==> src/rtl/pwm_timer_pkg.sv <==
// Shared constants and carrier types for the PWM timer bank
`default_nettype none
package pwm_timer_pkg;
  localparam int NUM_TIMERS = 5;
  localparam int NUM_PINS = 4;
  localparam int CNT_W = 16;
  localparam int PRE_W = 8;
  localparam int MUX_W = 4;
  localparam int DZ_W = 8;
  localparam logic [CNT_W-1:0] CNT_RESET = 16'h0000;
  localparam logic [CNT_W-1:0] CNT_ZERO = 16'h0000;
  localparam logic [CNT_W-1:0] CNT_ONE = 16'h0001;
  localparam logic [PRE_W-1:0] PRE_RESET = 8'h00;
  localparam logic [PRE_W-1:0] PRE_ZERO = 8'h00;
  localparam logic [PRE_W-1:0] PRE_ONE = 8'h01;
  localparam logic [DZ_W-1:0] DZ_RESET = 8'h00;
  localparam logic [MUX_W-1:0] MUX_DIV2 = 4'h0;
  localparam logic [MUX_W-1:0] MUX_DIV4 = 4'h1;
  localparam logic [MUX_W-1:0] MUX_DIV8 = 4'h2;
  localparam logic [MUX_W-1:0] MUX_DIV16 = 4'h3;
  localparam logic [MUX_W-1:0] MUX_RESET = 4'h0;
  localparam int DIV_CNT_W = 4;

  // Per-timer control bits
  typedef struct packed {
    logic start;
    logic manual_update;
    logic inverter;
    logic auto_reload;
    logic irq_enable;
  } timer_control_reg_t;

  // Per-timer reload buffers
  typedef struct packed {
    logic [CNT_W-1:0] count_reload_buffer;
    logic [CNT_W-1:0] compare_reload_buffer;
  } reload_bufs_t;

  // Shared configuration: prescalers and dead-zone length
  typedef struct packed {
    logic [DZ_W-1:0] dead_zone_len;
    logic [PRE_W-1:0] prescale1;
    logic [PRE_W-1:0] prescale0;
  } timer_config_zero_t;
endpackage
`default_nettype wire

==> src/rtl/tick_prescaler.sv <==
// Shared 8-bit prescaler with four-tap divider chain
`default_nettype none
module tick_prescaler
  import pwm_timer_pkg::*;
(
  input wire logic mclk_in,
  input wire logic rst_n_in,
  input wire logic [pwm_timer_pkg::PRE_W-1:0] prescale_in,
  output logic [pwm_timer_pkg::DIV_CNT_W-1:0] div_tap_out
);
  logic [PRE_W-1:0] pre_cnt_r;
  logic [DIV_CNT_W-1:0] div_cnt_r;
  logic pre_tick;

  assign pre_tick = (pre_cnt_r == PRE_ZERO);

  // Divide by prescale value plus one
  always_ff @(posedge mclk_in or negedge rst_n_in)
  begin
    if (!rst_n_in)
      pre_cnt_r <= PRE_ZERO;
    else if (pre_tick)
      pre_cnt_r <= prescale_in;
    else
      pre_cnt_r <= pre_cnt_r - PRE_ONE;
  end

  always_ff @(posedge mclk_in or negedge rst_n_in)
  begin
    if (!rst_n_in)
      div_cnt_r <= '0;
    else if (pre_tick)
      div_cnt_r <= div_cnt_r + {{(DIV_CNT_W-1){1'b0}}, 1'b1};
  end

  // One-cycle strobe per tap: bit k wraps every 2^(k+1) prescaler ticks
  genvar k;
  generate
    for (k = 0; k < DIV_CNT_W; k++)
    begin : g_tap
      assign div_tap_out[k] = pre_tick && (&div_cnt_r[k:0]);
    end
  endgenerate
endmodule
`default_nettype wire

==> src/rtl/timer_channel.sv <==
// One 16-bit down-counting timer with double-buffered reload and PWM level
`default_nettype none
module timer_channel
  import pwm_timer_pkg::*;
(
  input wire logic mclk_in,
  input wire logic rst_n_in,
  input wire logic tick_in,
  input wire pwm_timer_pkg::timer_control_reg_t ctrl_in,
  input wire pwm_timer_pkg::reload_bufs_t bufs_in,
  output logic [pwm_timer_pkg::CNT_W-1:0] down_counter_out,
  output logic [pwm_timer_pkg::CNT_W-1:0] compare_register_out,
  output logic level_out,
  output logic irq_out,
  output logic running_out
);
  logic [CNT_W-1:0] cnt_r;
  logic [CNT_W-1:0] cmp_r;
  logic [CNT_W-1:0] hold_r;
  logic [CNT_W-1:0] hold_cmp_r;
  logic reload_pend_r;
  logic level_r;
  logic irq_r;
  logic active;

  assign active = ctrl_in.start && !ctrl_in.manual_update;

  // Counter and compare register
  always_ff @(posedge mclk_in or negedge rst_n_in)
  begin
    if (!rst_n_in)
    begin
      cnt_r <= CNT_RESET;
      cmp_r <= CNT_RESET;
    end
    else if (ctrl_in.manual_update)
    begin
      cnt_r <= bufs_in.count_reload_buffer;
      cmp_r <= bufs_in.compare_reload_buffer;
    end
    else if (active && tick_in)
    begin
      if (reload_pend_r)
      begin
        cnt_r <= hold_r;
        cmp_r <= hold_cmp_r;
      end
      else if (cnt_r != CNT_ZERO)
        cnt_r <= cnt_r - CNT_ONE;
    end
  end // Stopped timer holds value

  // Temporary holding register latched at zero
  always_ff @(posedge mclk_in or negedge rst_n_in)
  begin
    if (!rst_n_in)
    begin
      hold_r <= CNT_RESET;
      hold_cmp_r <= CNT_RESET;
      reload_pend_r <= 1'b0;
    end
    else if (ctrl_in.manual_update || !ctrl_in.start)
      reload_pend_r <= 1'b0;
    else if (tick_in)
    begin
      if (reload_pend_r)
        reload_pend_r <= 1'b0;
      else if (cnt_r == CNT_ONE && ctrl_in.auto_reload)
      begin
        hold_r <= bufs_in.count_reload_buffer;
        hold_cmp_r <= bufs_in.compare_reload_buffer;
        reload_pend_r <= 1'b1;
      end
    end
  end

  // Output level: low at reload, high at compare match
  always_ff @(posedge mclk_in or negedge rst_n_in)
  begin
    if (!rst_n_in)
      level_r <= 1'b0;
    else if (ctrl_in.manual_update)
      level_r <= 1'b0;
    else if (active && tick_in)
    begin
      if (reload_pend_r)
        level_r <= 1'b0;
      else if (cnt_r != CNT_ZERO && (cnt_r - CNT_ONE) == cmp_r)
        level_r <= 1'b1;
    end
  end

  // One-cycle interrupt pulse when counter reaches zero
  always_ff @(posedge mclk_in or negedge rst_n_in)
  begin
    if (!rst_n_in)
      irq_r <= 1'b0;
    else
      irq_r <= active && tick_in && !reload_pend_r &&
        cnt_r == CNT_ONE && ctrl_in.irq_enable;
  end

  assign down_counter_out = cnt_r;
  assign compare_register_out = cmp_r;
  assign level_out = level_r;
  assign irq_out = irq_r;
  assign running_out = active && (cnt_r != CNT_ZERO || reload_pend_r);
endmodule
`default_nettype wire

==> src/rtl/pwm_timer_bank.sv <==
// Five-timer PWM bank: prescalers, dividers, timers and output pins
//
// Summary of operation
// - Five timers, each a 16-bit down-counter decrementing per divided tick.
// - Timers 0-3 drive PWM pins; timer 4 is internal only.
// - Timers 0,1 share one 8-bit prescaler; timers 2,3,4 the other.
// - Per-timer divider picks 1/2, 1/4, 1/8, 1/16 or external tick.
// - At zero with auto-reload, reload counter and compare from buffers.
// - At zero without auto-reload, timer stops and stays at zero.
// - Reaching zero raises interrupt request if enabled.
// - At zero buffer latches to holding register; loads on next tick.
// - Clearing start holds counter value with no reload.
// - Output goes low to high when counter equals compare.
// - Reading count reload buffer returns stored reload, not live count.
// - Live counter is visible on a separate observe output.
// - Buffer writes during a run take effect only at next reload.
// - While manual update set, buffers copy into counter and compare.
// - Inverter bit inverts the pin on the next clock, running or not.
// - Counting begins within one tick period after start.
// - Tick rate is clock over prescale plus one over divider.
// - An 8-bit field holds dead-zone length in timer-0 ticks.
`default_nettype none
module pwm_timer_bank
  import pwm_timer_pkg::*;
#(
  parameter int TIMERS = NUM_TIMERS,
  parameter int PINS = NUM_PINS
)
(
  input wire logic mclk_in,
  input wire logic arst_n_in,
  input wire pwm_timer_pkg::timer_config_zero_t timer_config_zero_in,
  input wire logic [TIMERS*pwm_timer_pkg::MUX_W-1:0] timer_config_one_in,
  input wire pwm_timer_pkg::timer_control_reg_t [TIMERS-1:0]
    timer_control_reg_in,
  input wire pwm_timer_pkg::reload_bufs_t [TIMERS-1:0] reload_bufs_in,
  input wire logic [TIMERS-1:0] external_tick_clock_in,
  output pwm_timer_pkg::reload_bufs_t [TIMERS-1:0] reload_bufs_rd_out,
  output logic [TIMERS*pwm_timer_pkg::CNT_W-1:0] count_observe_reg_out,
  output logic [pwm_timer_pkg::DZ_W-1:0] dead_zone_len_out,
  output logic [PINS-1:0] pwm_output_pin_out,
  output logic [TIMERS-1:0] irq_out,
  output logic [TIMERS-1:0] running_out
);
  // --------------------------------------------------------------
  // Reset synchroniser
  // --------------------------------------------------------------
  logic rst_meta_r;
  logic rst_n_r;

  always_ff @(posedge mclk_in or negedge arst_n_in)
  begin
    if (!arst_n_in)
    begin
      rst_meta_r <= 1'b0;
      rst_n_r <= 1'b0;
    end
    else
    begin
      rst_meta_r <= 1'b1;
      rst_n_r <= rst_meta_r;
    end
  end

  // --------------------------------------------------------------
  // Shared configuration registers
  // --------------------------------------------------------------
  logic [PRE_W-1:0] prescale0_r;
  logic [PRE_W-1:0] prescale1_r;
  logic [DZ_W-1:0] dead_zone_r;

  always_ff @(posedge mclk_in or negedge rst_n_r)
  begin
    if (!rst_n_r)
    begin
      prescale0_r <= PRE_RESET;
      prescale1_r <= PRE_RESET;
      dead_zone_r <= DZ_RESET;
    end
    else
    begin
      prescale0_r <= timer_config_zero_in.prescale0;
      prescale1_r <= timer_config_zero_in.prescale1;
      dead_zone_r <= timer_config_zero_in.dead_zone_len;
    end
  end

  assign dead_zone_len_out = dead_zone_r;

  // --------------------------------------------------------------
  // Prescalers
  // --------------------------------------------------------------
  logic [DIV_CNT_W-1:0] taps0;
  logic [DIV_CNT_W-1:0] taps1;

  // Timers 0 and 1
  tick_prescaler u_pre0 (
    .mclk_in(mclk_in),
    .rst_n_in(rst_n_r),
    .prescale_in(prescale0_r),
    .div_tap_out(taps0)
  );

  // Timers 2, 3 and 4
  tick_prescaler u_pre1 (
    .mclk_in(mclk_in),
    .rst_n_in(rst_n_r),
    .prescale_in(prescale1_r),
    .div_tap_out(taps1)
  );

  // --------------------------------------------------------------
  // Per-timer divider select, external tick and timer
  // --------------------------------------------------------------
  logic [TIMERS-1:0] ext_meta_r;
  logic [TIMERS-1:0] ext_sync_r;
  logic [TIMERS-1:0] ext_prev_r;
  logic [TIMERS-1:0] tick;
  logic [TIMERS-1:0] level;
  logic [TIMERS-1:0] irq;
  logic [TIMERS-1:0] run;
  logic [TIMERS*CNT_W-1:0] cnt_flat;
  logic [TIMERS*CNT_W-1:0] cmp_flat;

  always_ff @(posedge mclk_in or negedge rst_n_r)
  begin
    if (!rst_n_r)
    begin
      ext_meta_r <= '0;
      ext_sync_r <= '0;
      ext_prev_r <= '0;
    end
    else
    begin
      ext_meta_r <= external_tick_clock_in;
      ext_sync_r <= ext_meta_r;
      ext_prev_r <= ext_sync_r;
    end
  end

  genvar t;
  generate
    for (t = 0; t < TIMERS; t++)
    begin : g_timer
      logic [MUX_W-1:0] sel;
      logic [DIV_CNT_W-1:0] taps;

      assign sel = timer_config_one_in[t*MUX_W +: MUX_W];
      assign taps = (t < 2) ? taps0 : taps1;

      // Five-way source select
      always_comb
      begin
        unique case (sel)
          MUX_DIV2: tick[t] = taps[0];
          MUX_DIV4: tick[t] = taps[1];
          MUX_DIV8: tick[t] = taps[2];
          MUX_DIV16: tick[t] = taps[3];
          default: tick[t] = ext_sync_r[t] && !ext_prev_r[t];
        endcase
      end

      timer_channel u_chan (
        .mclk_in(mclk_in),
        .rst_n_in(rst_n_r),
        .tick_in(tick[t]),
        .ctrl_in(timer_control_reg_in[t]),
        .bufs_in(reload_bufs_in[t]),
        .down_counter_out(cnt_flat[t*CNT_W +: CNT_W]),
        .compare_register_out(cmp_flat[t*CNT_W +: CNT_W]),
        .level_out(level[t]),
        .irq_out(irq[t]),
        .running_out(run[t])
      );

      assign reload_bufs_rd_out[t] = reload_bufs_in[t];
    end
  endgenerate

  assign count_observe_reg_out = cnt_flat;
  assign irq_out = irq;
  assign running_out = run;

  // --------------------------------------------------------------
  // Output pins with inverter
  // --------------------------------------------------------------
  logic [PINS-1:0] pin_r;
  logic [PINS-1:0] pin_nxt;

  always_ff @(posedge mclk_in or negedge rst_n_r)
  begin
    if (!rst_n_r)
      pin_r <= '0;
    else
      pin_r <= pin_nxt;
  end

  genvar p;
  generate
    for (p = 0; p < PINS; p++)
    begin : g_pin
      // Inversion reaches the pin on the next clock
      assign pin_nxt[p] = level[p] ^ timer_control_reg_in[p].inverter;
    end
  endgenerate

  assign pwm_output_pin_out = pin_r;

  // --------------------------------------------------------------
  // Assertions
  // --------------------------------------------------------------
  property p_irq_at_zero;
    @(posedge mclk_in) disable iff (!rst_n_r)
    irq[0] |-> $past(timer_control_reg_in[0].irq_enable) &&
      cnt_flat[CNT_W-1:0] == CNT_ZERO;
  endproperty
  a_irq_at_zero: assert property (p_irq_at_zero)
    else $error("interrupt without enabled zero");

  property p_dec;
    @(posedge mclk_in) disable iff (!rst_n_r)
    (tick[0] && timer_control_reg_in[0].start &&
      !timer_control_reg_in[0].manual_update &&
      cnt_flat[CNT_W-1:0] > CNT_ONE) ##1 !$past(timer_control_reg_in[0].manual_update)
      |-> cnt_flat[CNT_W-1:0] == $past(cnt_flat[CNT_W-1:0]) - CNT_ONE;
  endproperty
  a_dec: assert property (p_dec)
    else $error("counter failed to decrement");

  property p_hold_stop;
    @(posedge mclk_in) disable iff (!rst_n_r)
    (!timer_control_reg_in[0].start && !timer_control_reg_in[0].manual_update)
      |=> $stable(cnt_flat[CNT_W-1:0]) ||
        $past(timer_control_reg_in[0].manual_update);
  endproperty
  a_hold_stop: assert property (p_hold_stop)
    else $error("stopped counter changed");

  property p_manual;
    @(posedge mclk_in) disable iff (!rst_n_r)
    timer_control_reg_in[0].manual_update |=>
      cnt_flat[CNT_W-1:0] == $past(reload_bufs_in[0].count_reload_buffer);
  endproperty
  a_manual: assert property (p_manual)
    else $error("manual update not applied");

  property p_stop_zero;
    @(posedge mclk_in) disable iff (!rst_n_r)
    (cnt_flat[CNT_W-1:0] == CNT_ZERO && !run[0] &&
      !timer_control_reg_in[0].manual_update)
      |=> cnt_flat[CNT_W-1:0] == CNT_ZERO;
  endproperty
  a_stop_zero: assert property (p_stop_zero)
    else $error("stopped timer left zero");

  property p_inv;
    @(posedge mclk_in) disable iff (!rst_n_r)
    ($changed(timer_control_reg_in[1].inverter) && $stable(level[1])) |=>
      pwm_output_pin_out[1] != $past(pwm_output_pin_out[1]);
  endproperty
  a_inv: assert property (p_inv)
    else $error("pin does not follow inverter");

  property p_tick_div2;
    @(posedge mclk_in) disable iff (!rst_n_r)
    (timer_config_one_in[MUX_W-1:0] == MUX_DIV2 && prescale0_r == PRE_ZERO
      && tick[0]) ##1 (timer_config_one_in[MUX_W-1:0] == MUX_DIV2 &&
      prescale0_r == PRE_ZERO) |-> ##1 tick[0];
  endproperty
  a_tick_div2: assert property (p_tick_div2)
    else $error("divide by two tick spacing wrong");

  property p_dz;
    @(posedge mclk_in) disable iff (!rst_n_r)
    1'b1 |=> dead_zone_len_out == $past(timer_config_zero_in.dead_zone_len);
  endproperty
  a_dz: assert property (p_dz)
    else $error("dead zone length not captured");

  // Count buffer captured as timer 0 reaches zero
  logic [CNT_W-1:0] zero_buf_r;

  always_ff @(posedge mclk_in or negedge rst_n_r)
  begin
    if (!rst_n_r)
      zero_buf_r <= CNT_RESET;
    else if (tick[0] && run[0] && cnt_flat[CNT_W-1:0] == CNT_ONE)
      zero_buf_r <= reload_bufs_in[0].count_reload_buffer;
  end

  property p_reload;
    @(posedge mclk_in) disable iff (!rst_n_r)
    (tick[0] && run[0] && cnt_flat[CNT_W-1:0] == CNT_ZERO)
      |=> cnt_flat[CNT_W-1:0] == zero_buf_r;
  endproperty
  a_reload: assert property (p_reload)
    else $error("reload did not use latched buffer");

  property p_low_at_reload;
    @(posedge mclk_in) disable iff (!rst_n_r)
    (tick[0] && run[0] && cnt_flat[CNT_W-1:0] == CNT_ZERO) |=> !level[0];
  endproperty
  a_low_at_reload: assert property (p_low_at_reload)
    else $error("level not low after reload");

  property p_rise_at_match;
    @(posedge mclk_in) disable iff (!rst_n_r)
    (tick[0] && run[0] && cnt_flat[CNT_W-1:0] != CNT_ZERO &&
      cnt_flat[CNT_W-1:0] - CNT_ONE == cmp_flat[CNT_W-1:0])
      |=> level[0];
  endproperty
  a_rise_at_match: assert property (p_rise_at_match)
    else $error("level not high at compare match");

  property p_cmp_stable;
    @(posedge mclk_in) disable iff (!rst_n_r)
    (!timer_control_reg_in[0].manual_update &&
      cnt_flat[CNT_W-1:0] != CNT_ZERO) |=> $stable(cmp_flat[CNT_W-1:0]);
  endproperty
  a_cmp_stable: assert property (p_cmp_stable)
    else $error("compare register changed mid period");

  property p_irq_pulse;
    @(posedge mclk_in) disable iff (!rst_n_r)
    irq[0] |=> !irq[0];
  endproperty
  a_irq_pulse: assert property (p_irq_pulse)
    else $error("interrupt pulse longer than one cycle");

  c_irq: cover property (@(posedge mclk_in) disable iff (!rst_n_r) irq[0]);
  c_high: cover property (@(posedge mclk_in) disable iff (!rst_n_r)
    $rose(level[1]));
  c_ext: cover property (@(posedge mclk_in) disable iff (!rst_n_r)
    tick[4] && timer_config_one_in[4*MUX_W +: MUX_W] == 4'h4);
  c_reload: cover property (@(posedge mclk_in) disable iff (!rst_n_r)
    tick[0] && run[0] && cnt_flat[CNT_W-1:0] == CNT_ZERO);
  c_oneshot: cover property (@(posedge mclk_in) disable iff (!rst_n_r)
    cnt_flat[2*CNT_W-1:CNT_W] == CNT_ZERO && pwm_output_pin_out[1]);
endmodule
`default_nettype wire

==> config.mk <==
export PLATFORM = sky130hd
export DESIGN_NAME = pwm_timer_bank
export DESIGN_NICKNAME = d
export VERILOG_FILES = /design/src/rtl/pwm_timer_pkg.sv /design/src/rtl/tick_prescaler.sv /design/src/rtl/timer_channel.sv /design/src/rtl/pwm_timer_bank.sv
export SDC_FILE = /design/constraint.sdc
export NUM_CORES = 1
export LEC_CHECK = 0
export BUFFER_PORTS_ARGS = -buffer_cell sky130_fd_sc_hd__buf_4
export CORE_ASPECT_RATIO = 1.25
export CORE_UTILIZATION = 54
export DETAILED_ROUTE_END_ITERATION = 8
export GPL_ROUTABILITY_DRIVEN = 0
export GPL_TIMING_DRIVEN = 0
export PLACE_DENSITY = 0.79
export SLEW_MARGIN = 30
export SYNTH_ARGS = -nofsm -noshare
export SYNTH_HDL_FRONTEND = slang
export SYNTH_SLANG_ARGS = --single-unit
==> constraint.sdc <==
create_clock -name mclk_in -period 13.93 [get_ports mclk_in]
set_input_delay 1.393 -clock mclk_in [delete_from_list [all_inputs] [get_ports mclk_in]]
set_output_delay 1.393 -clock mclk_in [all_outputs]
set_load 0.01 [all_outputs]
# Yosys cells after proc, flatten, opt, wreduce, memory -nomap -nowiden
# Cells that the tools add are included.
# word_totals
regBits	371
inputBits	236
word_cells	308
# classes
addsub	9
eq_ne	24
n_mux	75
bitwise_logic	14
n_reduce_logical	141
# op_table
operator	n
two-way mux 16 bit	32
== test 16 x 1 -> 1 bit, second input constant	5
nonzero test 16 bit	5
subtractor 16 x 1 -> 16 bit, second input constant	5
== test 16 bit	4
logical AND 1 bit	52
== test 4 x 2 -> 1 bit, second input constant	10
two-way mux 1 bit	36
AND reduction 2 bit	15
AND reduction 4 bit	7
nonzero test 2 bit	14
nonzero test 3 bit	9
== test 4 x 1 -> 1 bit, second input constant	5
logical NOT 1 bit	20
logical NOT 4 bit	5
one-hot mux 1 bit (4 select lines)	5
logical NOT 8 bit	2
two-way mux 8 bit	2
subtractor 8 x 1 -> 8 bit, second input constant	2
logical OR 1 bit	10
inverter 1 bit	10
adder 4 x 1 -> 4 bit, second input constant	2
AND reduction 3 bit	2
XOR 1 bit	4

# Longest topological paths before layout
# Gate-level depths: netlist (run 1).
# depth
ltp_word	7
depth_mapped	12

# Modules after synthesis
# A second synthesis (run 1) with hierarchy kept.
# unflattened
cells_unflattened	2234
area_unflattened_um2	22769.3
# modules_own_cells
mod	n_inst	cells_each	area_each_um2
timer_channel (g_timer[2].u_chan ...)	2	387	3822.4
timer_channel (g_timer[0].u_chan ...)	2	356	3726.1
timer_channel (g_timer[4].u_chan)	1	384	3707.3
pwm_timer_bank	1	240	2628.8
tick_prescaler	2	62	668.1

# Worst setup path after synthesis (run 1)
# No wires, ideal clock.
# synth_timing
path_kind	input -> output
start	in timer_control_reg_in[3] (netlist name)
end	out running_out[0]
arrival_ns	2.183
t_required_ns	12.537
setup_slack_ns	10.354
path_stages	4
path_buffers	2
path_cell_list	clkbuf_1 -> nor2b_1 -> a21boi_0 -> buf_4
# synth_between
elab_chain_cells	3
# synth_rtl
element	line_no	source
start, declared	pwm_timer_bank.sv:35	timer_control_reg_in,
logical NOT 1 bit	timer_channel.sv:26	assign active = ctrl_in.start && !ctrl_in.manual_update;
logical AND 1 bit	timer_channel.sv:26	
logical AND 1 bit	timer_channel.sv:107	assign running_out = active && (cnt_r != CNT_ZERO || reload_pend_r);
end, declared	pwm_timer_bank.sv:43	output logic [TIMERS-1:0] running_out
# Every way passes these cells.

# Worst setup path in the final report (run 1)
# layout_timing
start	reg g_timer[3].u_chan.cnt_r[0]
end	out running_out[3]
# layout_between
elab_chain_cells	3
# layout_rtl
element	line_no	source
start, declared	timer_channel.sv:17	logic [CNT_W-1:0] cnt_r;
start signal, assigned	timer_channel.sv:38	cnt_r <= bufs_in.count_reload_buffer;
start signal, assigned	timer_channel.sv:45	cnt_r <= hold_r;
start signal, assigned	timer_channel.sv:49	cnt_r <= cnt_r - CNT_ONE;
nonzero test 16 bit	timer_channel.sv:107	
logical OR 1 bit	timer_channel.sv:107	
logical AND 1 bit	timer_channel.sv:107	
# Every way passes these cells.

==> flow_metrics.tcl, run 1 <==
set metrics [dict create \
    ir_worst_vdd_v 0.0000932 \
    reg2reg_from "g_timer[3].u_chan.down_counter_out[0]$_DFFE_PN0P_" \
    max_cap_viol_count 0 \
    dp_hpwl_mm 43.7 \
    setup_tns_ps 0 \
    fin_nets 2847 \
    htreeDepth 2 \
    io_pins 498 \
    drc 0 \
    synth_flop_cell "dfrtp_1" \
    dr.pass1.iters 5 \
    yosysTopAreaCell "dfrtp_1" \
    gr-total-overflow 0 \
    fin_worst_skew_ps 22.9 \
    crit_required_ps 12540 \
    port_buffers 476 \
    yosysTopAreaCellShare 0.457 \
    avgSynthCellArea_um2 9.82 \
    viasPerCell 5.74 \
    drtIter0Drc 1304 \
    hold_buffers 0 \
    insertion_delay_ps 540 \
    cts_buffers 39 \
    crit_path_end "running_out[3]" \
    async_flop_share 1.00 \
    die_x_um 175 \
    outcome "completed" \
    synth_area_um2 20300 \
    r2r_slack_ps 10290 \
    slowest_stage "o41ai_1" \
    num_vias 17800 \
    slowest_delay_ps 610 \
    ys_types 85 \
    drt_wl_total_mm 57.2 \
    clk_path_buf_depth 3 \
    grt_pass1_wl_mm 89.9 \
    grt_pass1_vias 17500 \
    synth-seq-cells 371 \
    path_cells "clkbuf_1 > inv_1 > ha_1 > nor3b_1 > nand2_1 > o41ai_1 > inv_1 > buf_4 > buf_4" \
    floorplan.initialDensity 0.547 \
    r2r-end "g_timer[3].u_chan.down_counter_out[10]$_DFFE_PN0P_" \
    slew_headroom 0.420 \
    postCtsSetupRepairBufs 0 \
    final_core_util 0.701 \
    finalCritPeriodShare 0.334 \
    cts_tree "built" \
    synth_area_leaders "dfrtp_1, mux2_2, buf_4" \
    arrival_ps 3260 \
    ant_nets 0 \
    clockRootBuffer "clkbuf_16" \
    max_freq_mhz 215 \
    rsz0062_at_grt "false" \
    endpoint_kind "output port" \
    syn2layout_area_growth_pct 28.3 \
    startpoint "g_timer[3].u_chan.down_counter_out[0]$_DFFE_PN0P_" \
    path_clk_slew_ps 60 \
    slew_viol_final 0 \
    fillCellCount 2843 \
    cts_sinks 371 \
    worst_slew_pin_slew_ps 867 \
    antenna_found_initial 0 \
    routedWlPerCell_um 18.4 \
    design.die.area_um2 38400 \
    core_um2 37200 \
    timing.hold.ws_ps 277 \
    ys_warn_count 0 \
    final-hold-violation-count 0 \
    drive_gt1_frac 0.336 \
    critPathKind "reg2out" \
    crit_fanout 7 \
    syn_inst 2070 \
    seq_area_frac_synth 0.457 \
    final_cells 3110 \
    p_leak_nw 12.4 \
    fin_crit_ps 4650 \
    row_count 79 \
    startpoint_type "register" \
    ff2ff_path_depth 11 \
    cts_resized 0 \
    die_h_um 219 \
    hp-class "reg2async" \
    power_density_nw_per_um2 111 \
    dp_cells 3040 \
    grt_max_degree 50 \
    grtUsageTotal 0.295 \
    diodes 0 \
    synth_edf_count 0 \
    setup_viol 0 \
    syn_nets 2322 \
]
[critical path: cells and delay by family, from the launching register on]
kind                     cells  cell delay, ps
flip-flops                   1             400
AO/OA/AOI/OAI                1             610
adder cells (fa/ha/maj)      1             240
buffers and inverters        5             660
AND/OR/NAND/NOR              2             820
[cells by family after synthesis]
group | count (synthesis) | share of synthesized area
mux | 210 | 0.111
xor+xnor | 109 | 0.0477
flops | 371 | 0.457
buf+inv | 348 | 0.0980
compound gates | 461 | 0.142
other cells | 1 | 0.000185
fa+ha+maj | 16 | 0.00985
simple gates | 554 | 0.134
[sequential cells by signal, indices dropped and copies added (netlist names), 64 cells and up]
| signal | flops |
|---|---|
| g_timer.u_chan.down_counter_out | 80 |
| g_timer.u_chan.hold_cmp_r | 64 |
| g_timer.u_chan.hold_r | 80 |
| g_timer.u_chan.compare_register_out | 64 |
[how the worst min path moves through the flow]
stage	startpoint	endpoint	slack, ps
finish	rst_n_r$_DFF_PN0_	g_timer[0].u_chan.hold_cmp_r[7]$_DFFE_PN0P_	280
global route	rst_n_r$_DFF_PN0_	g_timer[0].u_chan.hold_cmp_r[7]$_DFFE_PN0P_	310
CTS	rst_n_r$_DFF_PN0_	g_timer[0].u_chan.hold_cmp_r[11]$_DFFE_PN0P_	300
detailed placement	rst_n_r$_DFF_PN0_	g_timer[0].u_chan.hold_cmp_r[13]$_DFFE_PN0P_	290
global placement	ext_meta_r[1]$_DFF_PN0_	ext_sync_r[1]$_DFF_PN0_	340
floorplan	ext_meta_r[0]$_DFF_PN0_	ext_sync_r[0]$_DFF_PN0_	330
[layout by cell type, fill, tap and decap left out, drive strengths merged, types with 56 or more instances in the layout]
cell type    n
a21oi      107
clkbuf     151
mux2       123
xnor2       64
dfrtp      371
o21ai      175
nor2       135
mux2i       87
nand2      194
inv         56
buf        679
[where the power goes]
group          internal [mW]  switching, mW
Clock                  0.683          0.433
Sequential              1.15         0.0887
Combinational          0.265          0.267
[stage by stage]
stage                     power, mW  setup WS [ps]  area [µm²]
after global placement         1.76           -983       24500
after global routing           3.01           9110       26100
after floorplan                1.54           2820       20300
after CTS                      2.90           9350       26100
final                          2.89           9280       26100
after detailed placement       1.78           9860       24700
[cells in the mapped netlist (44+ instances only)]
| master | count |
|---|---|
| dfrtp_1 | 371 |
| nand2_1 | 194 |
| buf_4 | 173 |
| o21ai_0 | 151 |
| nor2_1 | 135 |
| mux2_2 | 117 |
| a21oi_1 | 107 |
| clkbuf_1 | 98 |
| mux2i_1 | 87 |
| xnor2_1 | 64 |
| inv_1 | 55 |
| xor2_1 | 44 |
[area by class of cell]
cell class,instances,area [µm²],share of cell area
clock inverter,17,269,0.0103
multi-input combinational,1351,9040,0.347
inverter,55,206,0.00792
clock buffer,53,1100,0.0421
sequential,371,9290,0.356
timing repair buffer,484,3770,0.145
tap,486,608,0.0233
buffer,293,1790,0.0685
[layer usage]
layer,GRT usage,wire length [µm]
met1,0.344,21300
met2,0.536,29500
met3,0.0388,3660
met4,0.135,2660
met5,0,0
No activity file was read; power rests on OpenSTA's default activity.
==> run 2: changes to the inputs <==
==> constraint.sdc (replaced) <==
create_clock -name mclk_in -period 4.37 [get_ports mclk_in]
set_input_delay 0.437 -clock mclk_in [delete_from_list [all_inputs] [get_ports mclk_in]]
set_output_delay 0.437 -clock mclk_in [all_outputs]
set_load 0.01 [all_outputs]
==> flow_metrics.tcl, run 2 (synthesized netlist as in run 1, its figures left out) <==
set metrics [dict create \
    drtIter0Drc 1646 \
    diodes 0 \
    clk_path_buf_depth 3 \
    path_buf_inv 5 \
    finalCritPeriodShare 0.860 \
    path_cells "clkbuf_1 > inv_1 > ha_1 > nor3b_1 > nand2_1 > o41ai_1 > inv_1 > buf_4 > buf_4" \
    row_count 79 \
    routedWlPerCell_um 18.8 \
    antenna_found_initial 0 \
    grt_pass1_wl_mm 91.7 \
    fin_nets 2877 \
    slowest_delay_ps 630 \
    slowest_stage "o41ai_1" \
    crit_required_ps 3930 \
    grt_pass1_vias 17700 \
    arrival_ps 3320 \
    design.die.area_um2 38400 \
    crit_family "simple AND/OR/NAND/NOR gates" \
    timing.hold.ws_ps 49.6 \
    rsz0062_at_grt "false" \
    viasPerCell 5.71 \
    slew_viol_final 0 \
    drc 0 \
    crit_fanout 7 \
    final-hold-violation-count 0 \
    htreeDepth 2 \
    final_cell_mix "buf_4, dfrtp_1, nand2_1" \
    slew_headroom 0.386 \
    syn2layout_area_growth_pct 29.7 \
    drt_wl_total_mm 58.9 \
    hp-class "in2reg" \
    postCtsSetupRepairBufs 0 \
    die_x_um 175 \
    layout_commonest_cell "buf_4" \
    fin_worst_skew_ps 32.2 \
    cts_buffers 39 \
    dp_hpwl_mm 43.6 \
    cts_tree "built" \
    drive_gt1_frac 0.333 \
    cts_resized 0 \
    die_h_um 219 \
    final_core_util 0.709 \
    floorplan.initialDensity 0.547 \
    outcome "completed" \
    dpl_cell_area_um2 24700 \
    endpoint_kind "output port" \
    num_vias 17900 \
    ir_worst_vdd_v 0.000336 \
    critPathKind "reg2out" \
    grt_max_degree 53 \
    core_um2 37200 \
    cts_sinks 371 \
    power_density_nw_per_um2 350 \
    fin_crit_ps 3760 \
    io_pins 498 \
    max_cap_viol_count 0 \
    grtUsageTotal 0.301 \
    p_leak_nw 12.5 \
    max_freq_mhz 266 \
    fin_area_um2 26400 \
    ant_nets 0 \
    clockRootBuffer "clkbuf_16" \
    port_buffers 476 \
    startpoint_type "register" \
    gr-total-overflow 0 \
    setup_viol 0 \
    path_clk_slew_ps 60 \
    totalPowerFinal_mw 9.22 \
    dr.pass1.iters 6 \
    worst_slew_pin_slew_ps 914 \
    insertion_delay_ps 560 \
]
run 2: cell count changes in the layout (fill, tap and decap cells not counted), sizes merged:
cell         before  now
clkinvlp          2    0
clkbuf          151  147
dlygate4sd3       0   30
bufinv            7    6
inv              56   57
clkinv            7   11
run 2: repair_timing:
| action | in CTS | in global routing |
|---|---|---|
| hold buffers | 30 | 0 |
| endpoints found under the hold margin | 31 | 0 |
| setup endpoints to repair | 0 | 0 |
run 2: cell type report:
cell class	instances	area, µm²
sequential	371	9290
clock inverter	19	268
timing repair buffer	514	4080
inverter	55	206
multi-input combinational	1351	9040
tap	486	608
clock buffer	49	1080
fill	2778	10800
buffer	293	1790
run 2: per-stage QoR:
stage	TNS [ps]	worst slack (ps)	std cells
4_1_cts	0	702	3138
6_report	0	613	3138
3_5_place_dp	0	830	3040
2_1_floorplan	0	714	2070
5_1_grt	0	420	3138
3_3_place_gp	-165440	-496	3032
run 2: worst reg2reg max path: stages (launching register included):
cell,delay [ps]
dfrtp_1,410
clkbuf_1,190
inv_1,90
ha_1,230
nor3b_1,520
nand2_1,320
o41ai_1,630
nor2_1,110
clkbuf_1,260
clkbuf_1,330
a221oi_1,400
a21oi_1,80
run 2: routing by layer:
metal,wire length (µm),up-vias,GRT usage,share of wire
met2,30200,829,0.533,0.51
met4,2760,0,0.151,0.047
met5,0,-,0,0
li1,-,8289,-,-
met3,3700,196,0.0476,0.063
met1,22200,8613,0.353,0.38
run 2: path summary, 6_finish.rpt:
kind	endpoint	cells after the start	slack [ps]	startpoint
setup / recovery	running_out[3]	9	610	g_timer[3].u_chan.down_counter_out[0]$_DFFE_PN0P_
hold / removal	pwm_output_pin_out[2]$_DFF_PN0_	2	50	timer_control_reg_in[12]
setup reg to reg	g_timer[3].u_chan.down_counter_out[10]$_DFFE_PN0P_	11	630	g_timer[3].u_chan.down_counter_out[0]$_DFFE_PN0P_
hold reg to reg	g_timer[3].u_chan.hold_r[3]$_DFFE_PN0P_	0	120	rst_n_r$_DFF_PN0_
max in group asynchronous	g_timer[1].u_chan.hold_r[9]$_DFFE_PN0P_	3	3160	rst_n_r$_DFF_PN0_
min in group asynchronous	g_timer[3].u_chan.hold_r[3]$_DFFE_PN0P_	0	120	rst_n_r$_DFF_PN0_
run 2: power breakdown:
group | internal (mW) | switching [mW]
registers | 3.66 | 0.290
logic | 0.864 | 0.871
clock network | 2.12 | 1.41
